## src/hdl/iha_pkg.sv

```systemverilog
// iha_pkg: constants and types of the two-wire host address launcher
package iha_pkg;
   // register byte offsets
   localparam logic [7:0] CTRL_OFS = 8'h00;
   localparam logic [7:0] STAT_OFS = 8'h18;
   localparam logic [7:0] TAC_OFS = 8'h24;
   localparam logic [7:0] DATA_OFS = 8'h28;
   // target address register: reset value and writable bits
   localparam logic [31:0] TAC_RST = 32'h0000_0000;
   localparam logic [31:0] TAC_MASK = 32'h00FF_E7FF;
   // target address register field positions
   localparam int TEN_BIT = 15;
   localparam int HS_BIT = 14;
   localparam int BYTE_COUNT_ENABLE_BIT = 13;
   localparam int LEN_LSB = 16;
   localparam int LEN_MSB = 23;
   localparam int TA_MSB = 10;
   // control and status bit positions
   localparam int CT_EN_BIT = 0;
   localparam int CT_FOUR_BIT = 1;
   localparam int ST_NACK_BIT = 1;
   // buffer entry layout: flags above the byte
   localparam int E_W = 12;
   localparam int E_MC = 11;
   localparam int E_START = 10;
   localparam int E_FAST = 9;
   localparam int E_RX = 8;
   // fixed bytes of the wire protocol
   localparam logic [7:0] MC_BYTE = 8'h08;
   localparam logic [4:0] TEN_PFX = 5'h1E;
   localparam logic [7:0] LEFT_RST = 8'h00;
   // half bit periods, in ns and in ref_clk cycles (rounded up)
   localparam int CLK_MHZ = 200;
   localparam int T_HALF_STD_NS = 1250;
   localparam int T_HALF_HS_NS = 150;
   localparam logic [8:0] HALF_STD_CYC = 9'((T_HALF_STD_NS * CLK_MHZ + 999) / 1000);
   localparam logic [8:0] HALF_HS_CYC = 9'((T_HALF_HS_NS * CLK_MHZ + 999) / 1000);
   // byte producer states
   typedef enum logic [2:0] {
      PR_IDLE = 3'h0, PR_MC = 3'h1, PR_A1 = 3'h2, PR_A2 = 3'h3, PR_A3 = 3'h4, PR_DATA = 3'h5
   } iha_prod_t;
   // bit engine states
   typedef enum logic [3:0] {
      EN_IDLE = 4'h0, EN_START = 4'h1, EN_LOW = 4'h2, EN_HIGH = 4'h3, EN_WAIT = 4'h4,
      EN_RS1 = 4'h5, EN_RS2 = 4'h6, EN_STOP1 = 4'h7, EN_STOP2 = 4'h8, EN_STOP3 = 4'h9
   } iha_eng_t;
endpackage

```

## src/hdl/iha_stream_if.sv

```systemverilog
// iha_stream_if: valid/ready carrier for buffer entries
`timescale 1ns/1ps
interface iha_stream_if #(parameter int W = 12) ();
   logic valid; // entry offered
   logic ready; // entry accepted
   logic [W-1:0] data; // entry content
   modport src (output valid, output data, input ready);
   modport snk (input valid, input data, output ready);
endinterface

```

## src/hdl/iha_buf2.sv

```systemverilog
// iha_buf2: two-entry buffer between byte producer and bit engine
`timescale 1ns/1ps
module iha_buf2 import iha_pkg::*; #(
   parameter int W = 12
) (
   input wire logic clk, // ref clock
   input wire logic rst, // synchronous reset, high
   input wire logic flush, // drop all entries
   iha_stream_if.snk in_s, // filling side
   iha_stream_if.src out_s // draining side
);
   logic [W-1:0] mem_reg [2]; // entry storage
   logic wp_reg; // write index
   logic rp_reg; // read index
   logic [1:0] cnt_reg; // entries held
   wire push = in_s.valid & in_s.ready;
   wire pop = out_s.valid & out_s.ready;
   // full refuses, empty offers nothing
   assign in_s.ready = (cnt_reg != 2'h2);
   assign out_s.valid = (cnt_reg != 2'h0);
   assign out_s.data = mem_reg[rp_reg];
   // per-entry storage write
   for (genvar i = 0; i < 2; i++) begin : g_ent
      always_ff @(posedge clk) begin
         if (push && wp_reg == 1'(i)) begin
            mem_reg[i] <= in_s.data;
         end
      end
   end
   // pointers and fill level; flush wins over traffic
   always_ff @(posedge clk) begin
      if (rst || flush) begin
         wp_reg <= 1'b0;
         rp_reg <= 1'b0;
         cnt_reg <= 2'h0;
      end else begin
         wp_reg <= wp_reg ^ push;
         rp_reg <= rp_reg ^ pop;
         cnt_reg <= cnt_reg + {1'b0, push} - {1'b0, pop};
      end
   end
endmodule

```

## src/hdl/iha_top.sv

```systemverilog
// iha_top: two-wire host that launches a transfer from the target address register
`timescale 1ns/1ps
module iha_top import iha_pkg::*; (
   input wire logic ref_clk, // 200 MHz clock
   input wire logic srst, // synchronous reset, high
   input wire logic [7:0] reg_addr, // register byte address
   input wire logic [31:0] reg_wdata, // write data
   input wire logic reg_wr, // write strobe
   input wire logic reg_rd, // read strobe
   output logic [31:0] reg_rdata, // read data, cycle after strobe
   input wire logic pad0_in, // data line level
   output logic pad0_out, // data line drive value
   output logic pad0_oe_n, // data line enable, low drives
   input wire logic pad1_in, // clock line level
   output logic pad1_out, // clock line drive value
   output logic pad1_oe_n, // clock line enable, low drives
   output logic pad2_out, // four-wire data out
   output logic pad2_oe_n, // four-wire data enable, low drives
   output logic pad3_out, // four-wire clock out
   output logic pad3_oe_n // four-wire clock enable, low drives
);
   ////////////////////////////////////////////////////////////////////////
   // registers and state
   logic ctrl_en_reg; // block enable
   logic four_reg; // four-wire pad use
   logic [31:0] tac_reg; // target address register
   logic nack_reg; // sticky: target refused a written byte
   logic rx_valid_reg; // received byte waiting
   logic [7:0] rx_reg; // last received byte
   logic [7:0] tx_reg; // next byte to send
   logic tx_full_reg; // tx_reg holds an unsent byte
   logic [7:0] left_reg; // data bytes still to queue
   iha_prod_t prod_reg; // producer state
   iha_prod_t prod_next;
   iha_eng_t eng_reg; // engine state
   iha_eng_t eng_next;
   logic [8:0] tm_reg, tm_next; // half-period timer
   logic [3:0] bit_reg, bit_next; // bit in byte, 8 is ack
   logic [E_W-1:0] cur_reg; // entry on the wire
   logic [7:0] shift_reg, shift_next; // sampled data bits
   logic sda_reg, sda_next; // data drive, 1 releases
   logic scl_reg, scl_next; // clock drive, 1 releases
   logic pop, nack_evt, rx_evt; // engine events
   iha_stream_if #(.W(E_W)) fill_s ();
   iha_stream_if #(.W(E_W)) drain_s ();

   ////////////////////////////////////////////////////////////////////////
   // register decode
   wire busy = (prod_reg != PR_IDLE) || (eng_reg != EN_IDLE);
   wire wr_tac = reg_wr && reg_addr == TAC_OFS;
   wire wr_ctrl = reg_wr && reg_addr == CTRL_OFS;
   wire wr_stat = reg_wr && reg_addr == STAT_OFS;
   wire wr_data = reg_wr && reg_addr == DATA_OFS;
   wire rd_data = reg_rd && reg_addr == DATA_OFS;
   // address register writes while busy are dropped so a running transfer keeps its fields
   wire tac_store = wr_tac && !busy;
   wire launch = tac_store && ctrl_en_reg;
   wire ten = tac_reg[TEN_BIT];
   wire hs = tac_reg[HS_BIT];
   wire byte_count_enable = tac_reg[BYTE_COUNT_ENABLE_BIT];
   wire [7:0] len = tac_reg[LEN_MSB:LEN_LSB];
   wire [TA_MSB:0] ta = tac_reg[TA_MSB:0];
   wire rd_dir = tac_reg[0];
   wire [31:0] stat_word = {16'h0000, left_reg, 4'h0, tx_full_reg, rx_valid_reg, nack_reg, busy};
   wire [31:0] rd_mux = (reg_addr == CTRL_OFS) ? {30'h0000_0000, four_reg, ctrl_en_reg} :
                        (reg_addr == STAT_OFS) ? stat_word :
                        (reg_addr == TAC_OFS) ? tac_reg :
                        (reg_addr == DATA_OFS) ? {24'h00_0000, rx_reg} : 32'h0000_0000;

   // software-side registers
   always_ff @(posedge ref_clk) begin
      if (srst) begin
         ctrl_en_reg <= 1'b0;
         four_reg <= 1'b0;
         tac_reg <= TAC_RST;
         tx_reg <= 8'h00;
         reg_rdata <= 32'h0000_0000;
      end else begin
         if (wr_ctrl) begin
            ctrl_en_reg <= reg_wdata[CT_EN_BIT];
            four_reg <= reg_wdata[CT_FOUR_BIT];
         end
         if (tac_store) begin
            tac_reg <= reg_wdata & TAC_MASK;
         end
         if (wr_data) begin
            tx_reg <= reg_wdata[7:0];
         end
         reg_rdata <= reg_rd ? rd_mux : 32'h0000_0000; // only in the cycle after
      end
   end

   // flags: a set wins over a same-cycle clear
   always_ff @(posedge ref_clk) begin
      if (srst) begin
         nack_reg <= 1'b0;
         rx_valid_reg <= 1'b0;
         tx_full_reg <= 1'b0;
         rx_reg <= 8'h00;
      end else begin
         nack_reg <= nack_evt || (nack_reg && !(wr_stat && reg_wdata[ST_NACK_BIT]));
         rx_valid_reg <= rx_evt || (rx_valid_reg && !rd_data);
         tx_full_reg <= wr_data || (tx_full_reg && !(fill_s.ready && prod_reg == PR_DATA));
         if (rx_evt) begin
            rx_reg <= shift_reg;
         end
      end
   end

   ////////////////////////////////////////////////////////////////////////
   // byte producer: queues master code, address bytes and data slots
   wire [7:0] a1_byte = ten ? {TEN_PFX, ta[10:9], 1'b0} : ta[7:0];
   wire [7:0] p_byte = (prod_reg == PR_MC) ? MC_BYTE :
                       (prod_reg == PR_A1) ? a1_byte :
                       (prod_reg == PR_A2) ? ta[8:1] :
                       (prod_reg == PR_A3) ? {TEN_PFX, ta[10:9], 1'b1} : tx_reg;
   wire p_start = prod_reg == PR_MC || prod_reg == PR_A1 || prod_reg == PR_A3;
   wire p_fast = hs && prod_reg != PR_MC;
   wire p_rx = prod_reg == PR_DATA && rd_dir;
   // a write-direction data slot waits for software to fill tx_reg
   assign fill_s.valid = prod_reg != PR_IDLE && (prod_reg != PR_DATA || rd_dir || tx_full_reg);
   assign fill_s.data = {prod_reg == PR_MC, p_start, p_fast, p_rx, p_byte};
   wire push = fill_s.valid && fill_s.ready;
   // data phase only when the count is enabled and nonzero
   wire use_len = byte_count_enable && len != 8'h00;
   wire iha_prod_t after_addr = use_len ? PR_DATA : PR_IDLE;
   assign prod_next = (prod_reg == PR_MC) ? PR_A1 :
                      (prod_reg == PR_A1) ? (ten ? PR_A2 : after_addr) :
                      (prod_reg == PR_A2) ? (rd_dir ? PR_A3 : after_addr) :
                      (prod_reg == PR_A3) ? after_addr :
                      (left_reg == 8'h01) ? PR_IDLE : PR_DATA;

   // producer state; abort or disable stops queuing
   always_ff @(posedge ref_clk) begin
      if (srst || !ctrl_en_reg || nack_evt) begin
         prod_reg <= PR_IDLE;
         left_reg <= LEFT_RST;
      end else if (launch) begin
         prod_reg <= reg_wdata[HS_BIT] ? PR_MC : PR_A1;
         // status shows a remaining count only when a data phase will run
         left_reg <= reg_wdata[BYTE_COUNT_ENABLE_BIT] ? reg_wdata[LEN_MSB:LEN_LSB] : LEFT_RST;
      end else if (push) begin
         prod_reg <= prod_next;
         if (prod_reg == PR_DATA) begin
            left_reg <= left_reg - 8'h01;
         end
      end
   end

   // two-entry buffer lets the producer run ahead of the wire
   iha_buf2 #(.W(E_W)) u_buf (
      .clk(ref_clk),
      .rst(srst),
      .flush(nack_evt || !ctrl_en_reg),
      .in_s(fill_s),
      .out_s(drain_s)
   );
   assign drain_s.ready = pop;

   ////////////////////////////////////////////////////////////////////////
   // bit engine
   wire more = drain_s.valid || prod_reg != PR_IDLE;
   wire fast_sel = pop ? drain_s.data[E_FAST] : cur_reg[E_FAST];
   wire [8:0] half = fast_sel ? HALF_HS_CYC : HALF_STD_CYC;
   wire done = tm_reg == 9'h000;
   wire cur_rx = cur_reg[E_RX];
   // receiver acks every byte but the last
   wire rx_ack = (prod_reg == PR_IDLE && !drain_s.valid) ? 1'b1 : 1'b0;
   wire data_bit = cur_rx ? 1'b1 : cur_reg[~bit_reg[2:0]];
   wire bitval = (bit_reg == 4'h8) ? (cur_rx ? rx_ack : 1'b1) : data_bit;
   wire nack_seen = !cur_rx && pad0_in && !cur_reg[E_MC];

   // engine next state; clock changes on entry to each state but EN_IDLE, EN_START and EN_STOP3, data in EN_LOW, EN_RS1 and EN_STOP1 one cycle later
   always_comb begin
      eng_next = eng_reg;
      tm_next = done ? 9'h000 : tm_reg - 9'h001;
      bit_next = bit_reg;
      shift_next = shift_reg;
      sda_next = sda_reg;
      scl_next = scl_reg;
      pop = 1'b0;
      nack_evt = 1'b0;
      rx_evt = 1'b0;
      unique case (eng_reg)
         EN_IDLE: begin // bus free, wait for an entry
            if (drain_s.valid) begin
               pop = 1'b1;
               eng_next = EN_START;
               sda_next = 1'b0;
               tm_next = half;
            end
         end
         EN_START, EN_LOW: begin // start holds clock high; in low, clock is low and data follows one cycle later
            if (eng_reg == EN_LOW) begin
               sda_next = bitval;
            end
            scl_next = (eng_reg == EN_LOW) ? 1'b0 : scl_reg;
            if (done) begin
               eng_next = (eng_reg == EN_START) ? EN_LOW : EN_HIGH;
               scl_next = (eng_reg == EN_START) ? 1'b0 : 1'b1;
               bit_next = (eng_reg == EN_START) ? 4'h0 : bit_reg;
               tm_next = half;
            end
         end
         EN_HIGH, EN_WAIT: begin // sample, then next bit, entry or stop
            if (eng_reg == EN_HIGH && !pad1_in) begin
               tm_next = tm_reg; // target stretches the clock
            end else if (eng_reg == EN_HIGH && bit_reg != 4'h8 && done) begin
               shift_next = {shift_reg[6:0], pad0_in};
               bit_next = bit_reg + 4'h1;
               eng_next = EN_LOW;
               scl_next = 1'b0;
               tm_next = half;
            end else if (eng_reg == EN_WAIT || done) begin
               nack_evt = eng_reg == EN_HIGH && nack_seen;
               rx_evt = eng_reg == EN_HIGH && cur_rx;
               pop = !nack_evt && drain_s.valid;
               scl_next = 1'b0;
               tm_next = half;
               bit_next = 4'h0;
               if (pop) begin
                  eng_next = drain_s.data[E_START] ? EN_RS1 : EN_LOW;
               end else if (!nack_evt && more) begin
                  eng_next = EN_WAIT; // hold clock low for software
                  sda_next = 1'b1;
               end else begin
                  eng_next = EN_STOP1;
               end
            end
         end
         EN_RS1: begin // release data with clock low
            sda_next = 1'b1;
            if (done) begin
               eng_next = EN_RS2;
               scl_next = 1'b1;
               tm_next = half;
            end
         end
         EN_RS2: begin // both high, then repeated START
            if (done) begin
               eng_next = EN_START;
               sda_next = 1'b0;
               tm_next = half;
            end
         end
         EN_STOP1: begin // data low under low clock
            sda_next = 1'b0;
            if (done) begin
               eng_next = EN_STOP2;
               scl_next = 1'b1;
               tm_next = half;
            end
         end
         EN_STOP2: begin // data rises while clock high
            if (done) begin
               eng_next = EN_STOP3;
               sda_next = 1'b1;
               tm_next = half;
            end
         end
         EN_STOP3: begin // bus free time
            if (done) begin
               eng_next = EN_IDLE;
            end
         end
         default: begin
            eng_next = EN_IDLE;
         end
      endcase
   end

   // engine registers; disabling drops the bus at once
   always_ff @(posedge ref_clk) begin
      if (srst || !ctrl_en_reg) begin
         eng_reg <= EN_IDLE;
         tm_reg <= 9'h000;
         bit_reg <= 4'h0;
         shift_reg <= 8'h00;
         sda_reg <= 1'b1;
         scl_reg <= 1'b1;
         cur_reg <= '0;
      end else begin
         eng_reg <= eng_next;
         tm_reg <= tm_next;
         bit_reg <= bit_next;
         shift_reg <= shift_next;
         sda_reg <= sda_next;
         scl_reg <= scl_next;
         cur_reg <= pop ? drain_s.data : cur_reg;
      end
   end

   ////////////////////////////////////////////////////////////////////////
   // pads: open-drain in two-wire, push-pull outs in four-wire
   wire two_wire = ctrl_en_reg && !four_reg;
   assign pad0_out = 1'b0;
   assign pad1_out = 1'b0;
   assign pad0_oe_n = !(two_wire && !sda_reg);
   assign pad1_oe_n = !(two_wire && !scl_reg);
   assign pad2_out = sda_reg;
   assign pad3_out = scl_reg;
   assign pad2_oe_n = !(ctrl_en_reg && four_reg);
   assign pad3_oe_n = !(ctrl_en_reg && four_reg);
endmodule

```

## config.mk

```make
export PLATFORM = sky130hd
export DESIGN_NAME = iha_top
export DESIGN_NICKNAME = d
export VERILOG_FILES = /design/src/hdl/iha_pkg.sv /design/src/hdl/iha_stream_if.sv /design/src/hdl/iha_buf2.sv /design/src/hdl/iha_top.sv
export SDC_FILE = /design/constraint.sdc
export NUM_CORES = 1
export LEC_CHECK = 0
export ABC_AREA = 0
export ABC_CLOCK_PERIOD_IN_PS = 8500
export BUFFER_PORTS_ARGS = -buffer_cell sky130_fd_sc_hd__clkbuf_2
export CAP_MARGIN = 20
export CORE_MARGIN = 3
export CORE_UTILIZATION = 63
export CTS_BUF_LIST = sky130_fd_sc_hd__clkbuf_8 sky130_fd_sc_hd__clkbuf_16
export DETAILED_ROUTE_END_ITERATION = 10
export PLACE_DENSITY = 0.9
export SLEW_MARGIN = 20
export SYNTH_ARGS = -nofsm -noshare
export SYNTH_HDL_FRONTEND = slang
export SYNTH_SLANG_ARGS = --single-unit
export TNS_END_PERCENT = 50
```

## constraint.sdc

```tcl
create_clock -name ref_clk -period 8.5 [get_ports ref_clk]
set_clock_uncertainty 0.1 [all_clocks]
set_input_delay 0.425 -clock ref_clk [delete_from_list [all_inputs] [get_ports ref_clk]]
set_output_delay 0.425 -clock ref_clk [all_outputs]
set_load 0.03 [all_outputs]
```

After elaboration in Yosys (flattened, before gate mapping):

Memories as Yosys holds them, arrays and structs flattened. A register that Yosys moved wholly into a read port is not among the register bits.
Index checks and enable logic that the tools add are counted.
Widths: inputs -> output; s select.

* muxes and demuxes: 98
* add/sub/neg operators: 5
* eq/ne operators: 40
* bitwise logic cells: 8
* $lt $le $gt $ge: 1
* reductions and logical operators: 90

Operators by type and width (count)
* $mux 8: 11
* $mux 4: 15
* $mux 9: 6
* $mux 1: 41
* $mux 3: 12
* $logic_and 1x1->1: 33
* $pmux 4 s8: 1
* $ne 2x2->1 const B: 15
* $pmux 9 s3: 1
* $mux 24: 1
* $eq 4x3->1 const B: 4
* $eq 8x6->1 const B: 2
* $logic_not 1->1: 16
* $mux 16: 1
* $logic_or 1x1->1: 14
* $eq 4x4->1 const B: 3
* $mux 12: 1
* $reduce_or 12->1: 1
* $reduce_and 10->1: 1
* $reduce_and 5->1: 2
* $logic_not 9->1: 1
* $ne 3x3->1 const B: 3
* $reduce_and 9->1: 1
* $sub 9x1->9 const B: 1
* 39 further kinds: 55

* memory bits (writable): 24
* register bits after elaboration: 121
* output and inout port bits: 40
* logic and storage cells: 266
* memories kept: 1

Memory list
* u_buf.mem_reg: depth 2, bits a word 12, rd ports 1, clocked after memory_dff 1, wr ports 1, RTL line iha_buf2.sv:12 `logic [W-1:0] mem_reg [2];`

Depth between registers and ports, before layout:

* word-level depth: 16
* gate-level depth with buffers: 13
* gate-level depth less buffers: 12

Cells and area by module:

A second synthesis with hierarchy kept.

* cell total of the unflattened synthesis: 803
* area total of the unflattened synthesis: 6979.2 µm²

Modules (own cells, without submodules)
* iha_top: seq. area each 2322.2 µm², times used 1, cells an instance 744, area an instance 5878.1 µm²
* iha_buf2: seq. area each 800.8 µm², times used 1, cells an instance 59, area an instance 1101.1 µm²

Worst setup path after synthesis:

Ideal clock, no wire load.

* path kind: register to register
* start point: register tm_reg[0]
* end point: register u_buf.cnt_reg[1]
* data required time: 8283 ps
* data arrival time: 2860 ps
* path buffers: 1
* period minus slack after synthesis: 3077 ps
* cell stages (with the launch flop): 14
* library setup time: 117 ps
* slack: 5423 ps
* cells stage by stage: dfxtp_1 -> inv_1 -> ha_1 -> or4b_4 -> or4_4 -> a41oi_4 -> nor2_2 -> buf_6 -> ha_1 -> inv_1 -> ha_1 -> xor2_1 -> xnor2_1 -> nor2_1

* word-level cells in the longest chain between the ends: 8

Ends and longest elaborated chain
* start: declaration: RTL line iha_top.sv:37 `logic [8:0] tm_reg, tm_next;`
* start signal: assignment: RTL line iha_top.sv:284 `tm_reg <= tm_next;`
* $logic_not 9->1 *: RTL line iha_top.sv:165 `wire done = tm_reg == 9'h000;`
* $logic_or 1x1->1: RTL line iha_top.sv:214 `end else if (eng_reg == EN_WAIT || done) begin`
* $mux 1: RTL line iha_top.sv:214
* $mux 1: RTL line iha_top.sv:208 `end else if (eng_reg == EN_HIGH && bit_reg != 4'h8 && done) begin`
* $mux 1: RTL line iha_top.sv:206 `if (eng_reg == EN_HIGH && !pad1_in) begin`
* $pmux 1 s2 or $mux 1 (tied branches): RTL line iha_top.sv:184 `unique case (eng_reg)`
* $and 1x1->1 or $logic_or 1x1->1 (tied branches): RTL line iha_buf2.sv:17, iha_top.sv:154
* $sub 2x1->2 or $logic_or 1x1->1 (tied branches): RTL line iha_buf2.sv:39, iha_buf2.sv:32
* end signal: assignment: RTL line iha_buf2.sv:39 `cnt_reg <= cnt_reg + {1'b0, push} - {1'b0, pop};`
* end: declaration: RTL line iha_buf2.sv:15 `logic [1:0] cnt_reg;`

Every way passes the cells marked *; elsewhere a longest branch is shown, timed or not.
A chain may end at the register's enable or synchronous reset.

Final worst setup path:

* start point: register eng_reg[0]
* end point: register u_buf.cnt_reg[1]

* word-level cells in the longest chain between the ends: 10

Ends and longest elaborated chain
* start: declaration: RTL line iha_top.sv:35 `iha_eng_t eng_reg;`
* start signal: assignment: RTL line iha_top.sv:283 `eng_reg <= eng_next;`
* $eq 4x2->1
* $logic_and 1x1->1: RTL line iha_top.sv:215 `nack_evt = eng_reg == EN_HIGH && nack_seen;`
* $logic_not 1->1: RTL line iha_top.sv:217 `pop = !nack_evt && drain_s.valid;`
* $logic_and 1x1->1: RTL line iha_top.sv:217
* $mux 1: RTL line iha_top.sv:214
* $mux 1: RTL line iha_top.sv:208
* $mux 1: RTL line iha_top.sv:206
* $pmux 1 s2: RTL line iha_top.sv:184
* $and 1x1->1: RTL line iha_buf2.sv:17 `wire pop = out_s.valid & out_s.ready;`
* $sub 2x1->2: RTL line iha_buf2.sv:39

Several ways; a longest one is shown, not always the timed one.

==> impl_metrics.tcl <==
set metrics [dict create \
    clock-root-buffer "clkbuf_8" \
    power_frac_seq_pct 48.4 \
    max_cap_viol_count 0 \
    tns_ns 0 \
    path_max_fanout 25 \
    rrSetupSlack_ns 4.60 \
    synth_top_area_share_pct 34.5 \
    synth_top_family_by_area "compound AO/OA/AOI/OAI gates" \
    cts_hold_buf 0 \
    gp_congestion 0.921 \
    drcViolationCount 0 \
    dieArea_sq_mm 0.0124 \
    cts_tree "done" \
    drt-wirelength-per-cell_microns 19.3 \
    p_comb_share_pct 1.9 \
    clockBufferDepth 2 \
    rsz0062_at_grt "no" \
    path_clk_slew_ns 0.06 \
    synth_compound_area_share_pct 21.7 \
    p_sw_w 0.000312 \
    die_y_microns 111 \
    synth-async-reset-ratio_pct 0 \
    drtIter0Drc 741 \
    dp_hpwl_microns 12200 \
    coreArea_sq_mm 0.0106 \
    grt_pass1_vias 6079 \
    overflow 0 \
    synth-xor-area-share_pct 1.38 \
    synthSimpleGateAreaFrac_pct 19.9 \
    cp_data_required_time_ns 8.81 \
    fp-row-count 37 \
    post-route-util_pct 73.9 \
    detail-route-antenna-nets 0 \
    yosysMostFrequentCell "dfxtp_1" \
    yosysWarnings 0 \
    synthMuxAreaShare_pct 5.15 \
    insertion_delay_ns 0.53 \
    critical_path_arrival_ns 4.21 \
    synthTopCellsByCount "dfxtp_1 (120), nand2_1 (82), a21oi_1 (77), nor2_1 (58), clkbuf_1 (32)" \
    grt_pass1_wl_microns 29900 \
    antenna_found_initial 0 \
    synth_edf_count 24 \
    synth-main-ff-cell "dfxtp_1" \
    initial_core_util_pct 66.1 \
    grt.total_usage_pct 29.4 \
    synth-seq-cells 144 \
    cts_max_level 4 \
    path_class "reg2reg" \
    sw_frac_of_total_pct 21.9 \
    setup_viol 0 \
    portBuffers 65 \
    routed_via_density 6.57 \
    io_pins 86 \
    dr.pass1.iters 6 \
    cts-buffers-inserted 17 \
    postCtsSetupBuffers 0 \
    synth_fa_ha_area_share_pct 1.79 \
    fmax_mhz 257 \
    syn_inst 759 \
    hold_path_class "in2reg" \
    post-synth-top-area-cell "dfxtp_1" \
    worst_pin_slew_ns 1.22 \
    worst_setup_path_start_kind "register" \
    fin_crit_ns 3.90 \
    area_delta_synth_final_pct 11.9 \
    synth.top_cells.by_area "dfxtp_1 (34%), edfxtp_1 (10%), a21oi_1 (5.5%)" \
    status "complete, no violations" \
    antenna_cells 0 \
    power_density_mw_per_mm2 183 \
    p_int_w 0.00111 \
    nets 855 \
    vias 6228 \
    slew_headroom_pct 17.9 \
    die-width_microns 111 \
    post_cts_resized 0 \
    power_frac_clock_pct 49.6 \
    netlist-cell-type-count 85 \
    slew_viol_final 0 \
    numClockSinks 144 \
    post-route-period-util_pct 45.8 \
    synth.avg_cell_area_sq_um 9.19 \
    grt_max_degree 47 \
    totalWireLength_microns 18300 \
    seq_area_frac_synth_pct 44.8 \
    finalHoldViolCount 0 \
    drive_gt1_share_pct 18.0 \
    leakagePower_nw 2.76 \
    peakVddDrop_mv 0.140 \
    critPathCaptureType "register" \
    syn_area_sq_mm 0.00697 \
]
per-stage QoR:
step / area [sq um] / power, W / hold slack [ns] / instances / setup slack (ns)
floorplan: 7010 / 0.000723 / 0.328 / 768 / 5.42
global placement: 7230 / 0.000731 / 0.346 / 916 / 4.72
detailed placement: 7230 / 0.000732 / 0.350 / 916 / 4.58
CTS: 7790 / 0.00143 / 0.0113 / 948 / 4.33
global route: 7800 / 0.00146 / 0.0237 / 948 / 4.37
finish: 7800 / 0.00143 / 0.0219 / 948 / 4.60
routing by layer:
metal  vias up  wire length [microns]  track usage [%]
met2       370                   8710             48.6
met1      2943                   7420             37.4
met5         -                      0                0
met3        74                   1530             6.06
met4         0                    646             12.9
li1       2841                      -                -
cell families after synthesis:
family,count (synthesis)
buf+inv,74
fa+ha+maj,10
compound gates,217
xor+xnor,11
flops,144
other cells,1
simple gates,269
mux,33
worst paths after layout:
kind,start,endpoint,depth (start not counted)
worst max-delay path,eng_reg[0]$_SDFFE_PP0P_,u_buf.cnt_reg[1]$_SDFF_PP0_,10
worst min-delay path,reg_wdata[10],tac_reg[10]$_SDFFE_PP0P_,3
worst max register to register,eng_reg[0]$_SDFFE_PP0P_,u_buf.cnt_reg[1]$_SDFF_PP0_,10
worst min register to register,tx_reg[1]$_SDFFE_PP0P_,tx_reg[1]$_SDFFE_PP0P_,2
power by group through the flow:
stage,Sequential (W),Combinational [W],Clock [W]
global placement,0.000706,0.0000255,0
finish,0.000691,0.0000275,0.000708
floorplan,0.000706,0.0000172,0
global route,0.000691,0.0000292,0.000744
CTS,0.000691,0.0000266,0.000708
detailed placement,0.000706,0.0000262,0
cell type report:
cell class,instances,area [sq um]
repair buffers,68,348
fillers,709,2750
clock buffers,17,414
well taps,136,170
flip-flops and latches,144,3120
inverters,18,67.6
clock inverters,15,145
multi-input cells,550,3530
cells in the final DEF (no fill, tap or decap), types with 5 or more instances in the layout:
| cell | count |
|---|---|
| dfxtp_1 | 120 |
| nand2_1 | 82 |
| a21oi_1 | 77 |
| clkbuf_2 | 65 |
| nor2_1 | 57 |
| mux2i_1 | 28 |
| o21ai_0 | 26 |
| edfxtp_1 | 24 |
| nand3_1 | 22 |
| inv_1 | 20 |
| nor3_1 | 16 |
| and2_1 | 16 |
| clkbuf_16 | 16 |
| a22o_1 | 11 |
| a211oi_1 | 11 |
| ha_1 | 10 |
| conb_1 | 10 |
| a211oi_2 | 9 |
| nand2b_1 | 9 |
| a21oi_2 | 8 |
| o211ai_1 | 8 |
| a22oi_1 | 8 |
| xor2_1 | 7 |
| nor2b_1 | 7 |
| o22ai_1 | 7 |
| nor4_1 | 6 |
| a31oi_1 | 6 |
| and3_1 | 6 |
| nand4_1 | 5 |
| or3_1 | 5 |
| nor3b_1 | 5 |
critical path: stages (launching register included):
cell and delay [ns]:
dfxtp_1 0.81, nor4bb_2 0.87, o21ai_0 0.43, a41oi_4 0.42, nor2_2 0.21, ha_1 0.34
inv_1 0.04, ha_1 0.19, xor2_1 0.16, xnor2_1 0.14, nor2_1 0.05
Power figures use the tool's default switching activity.
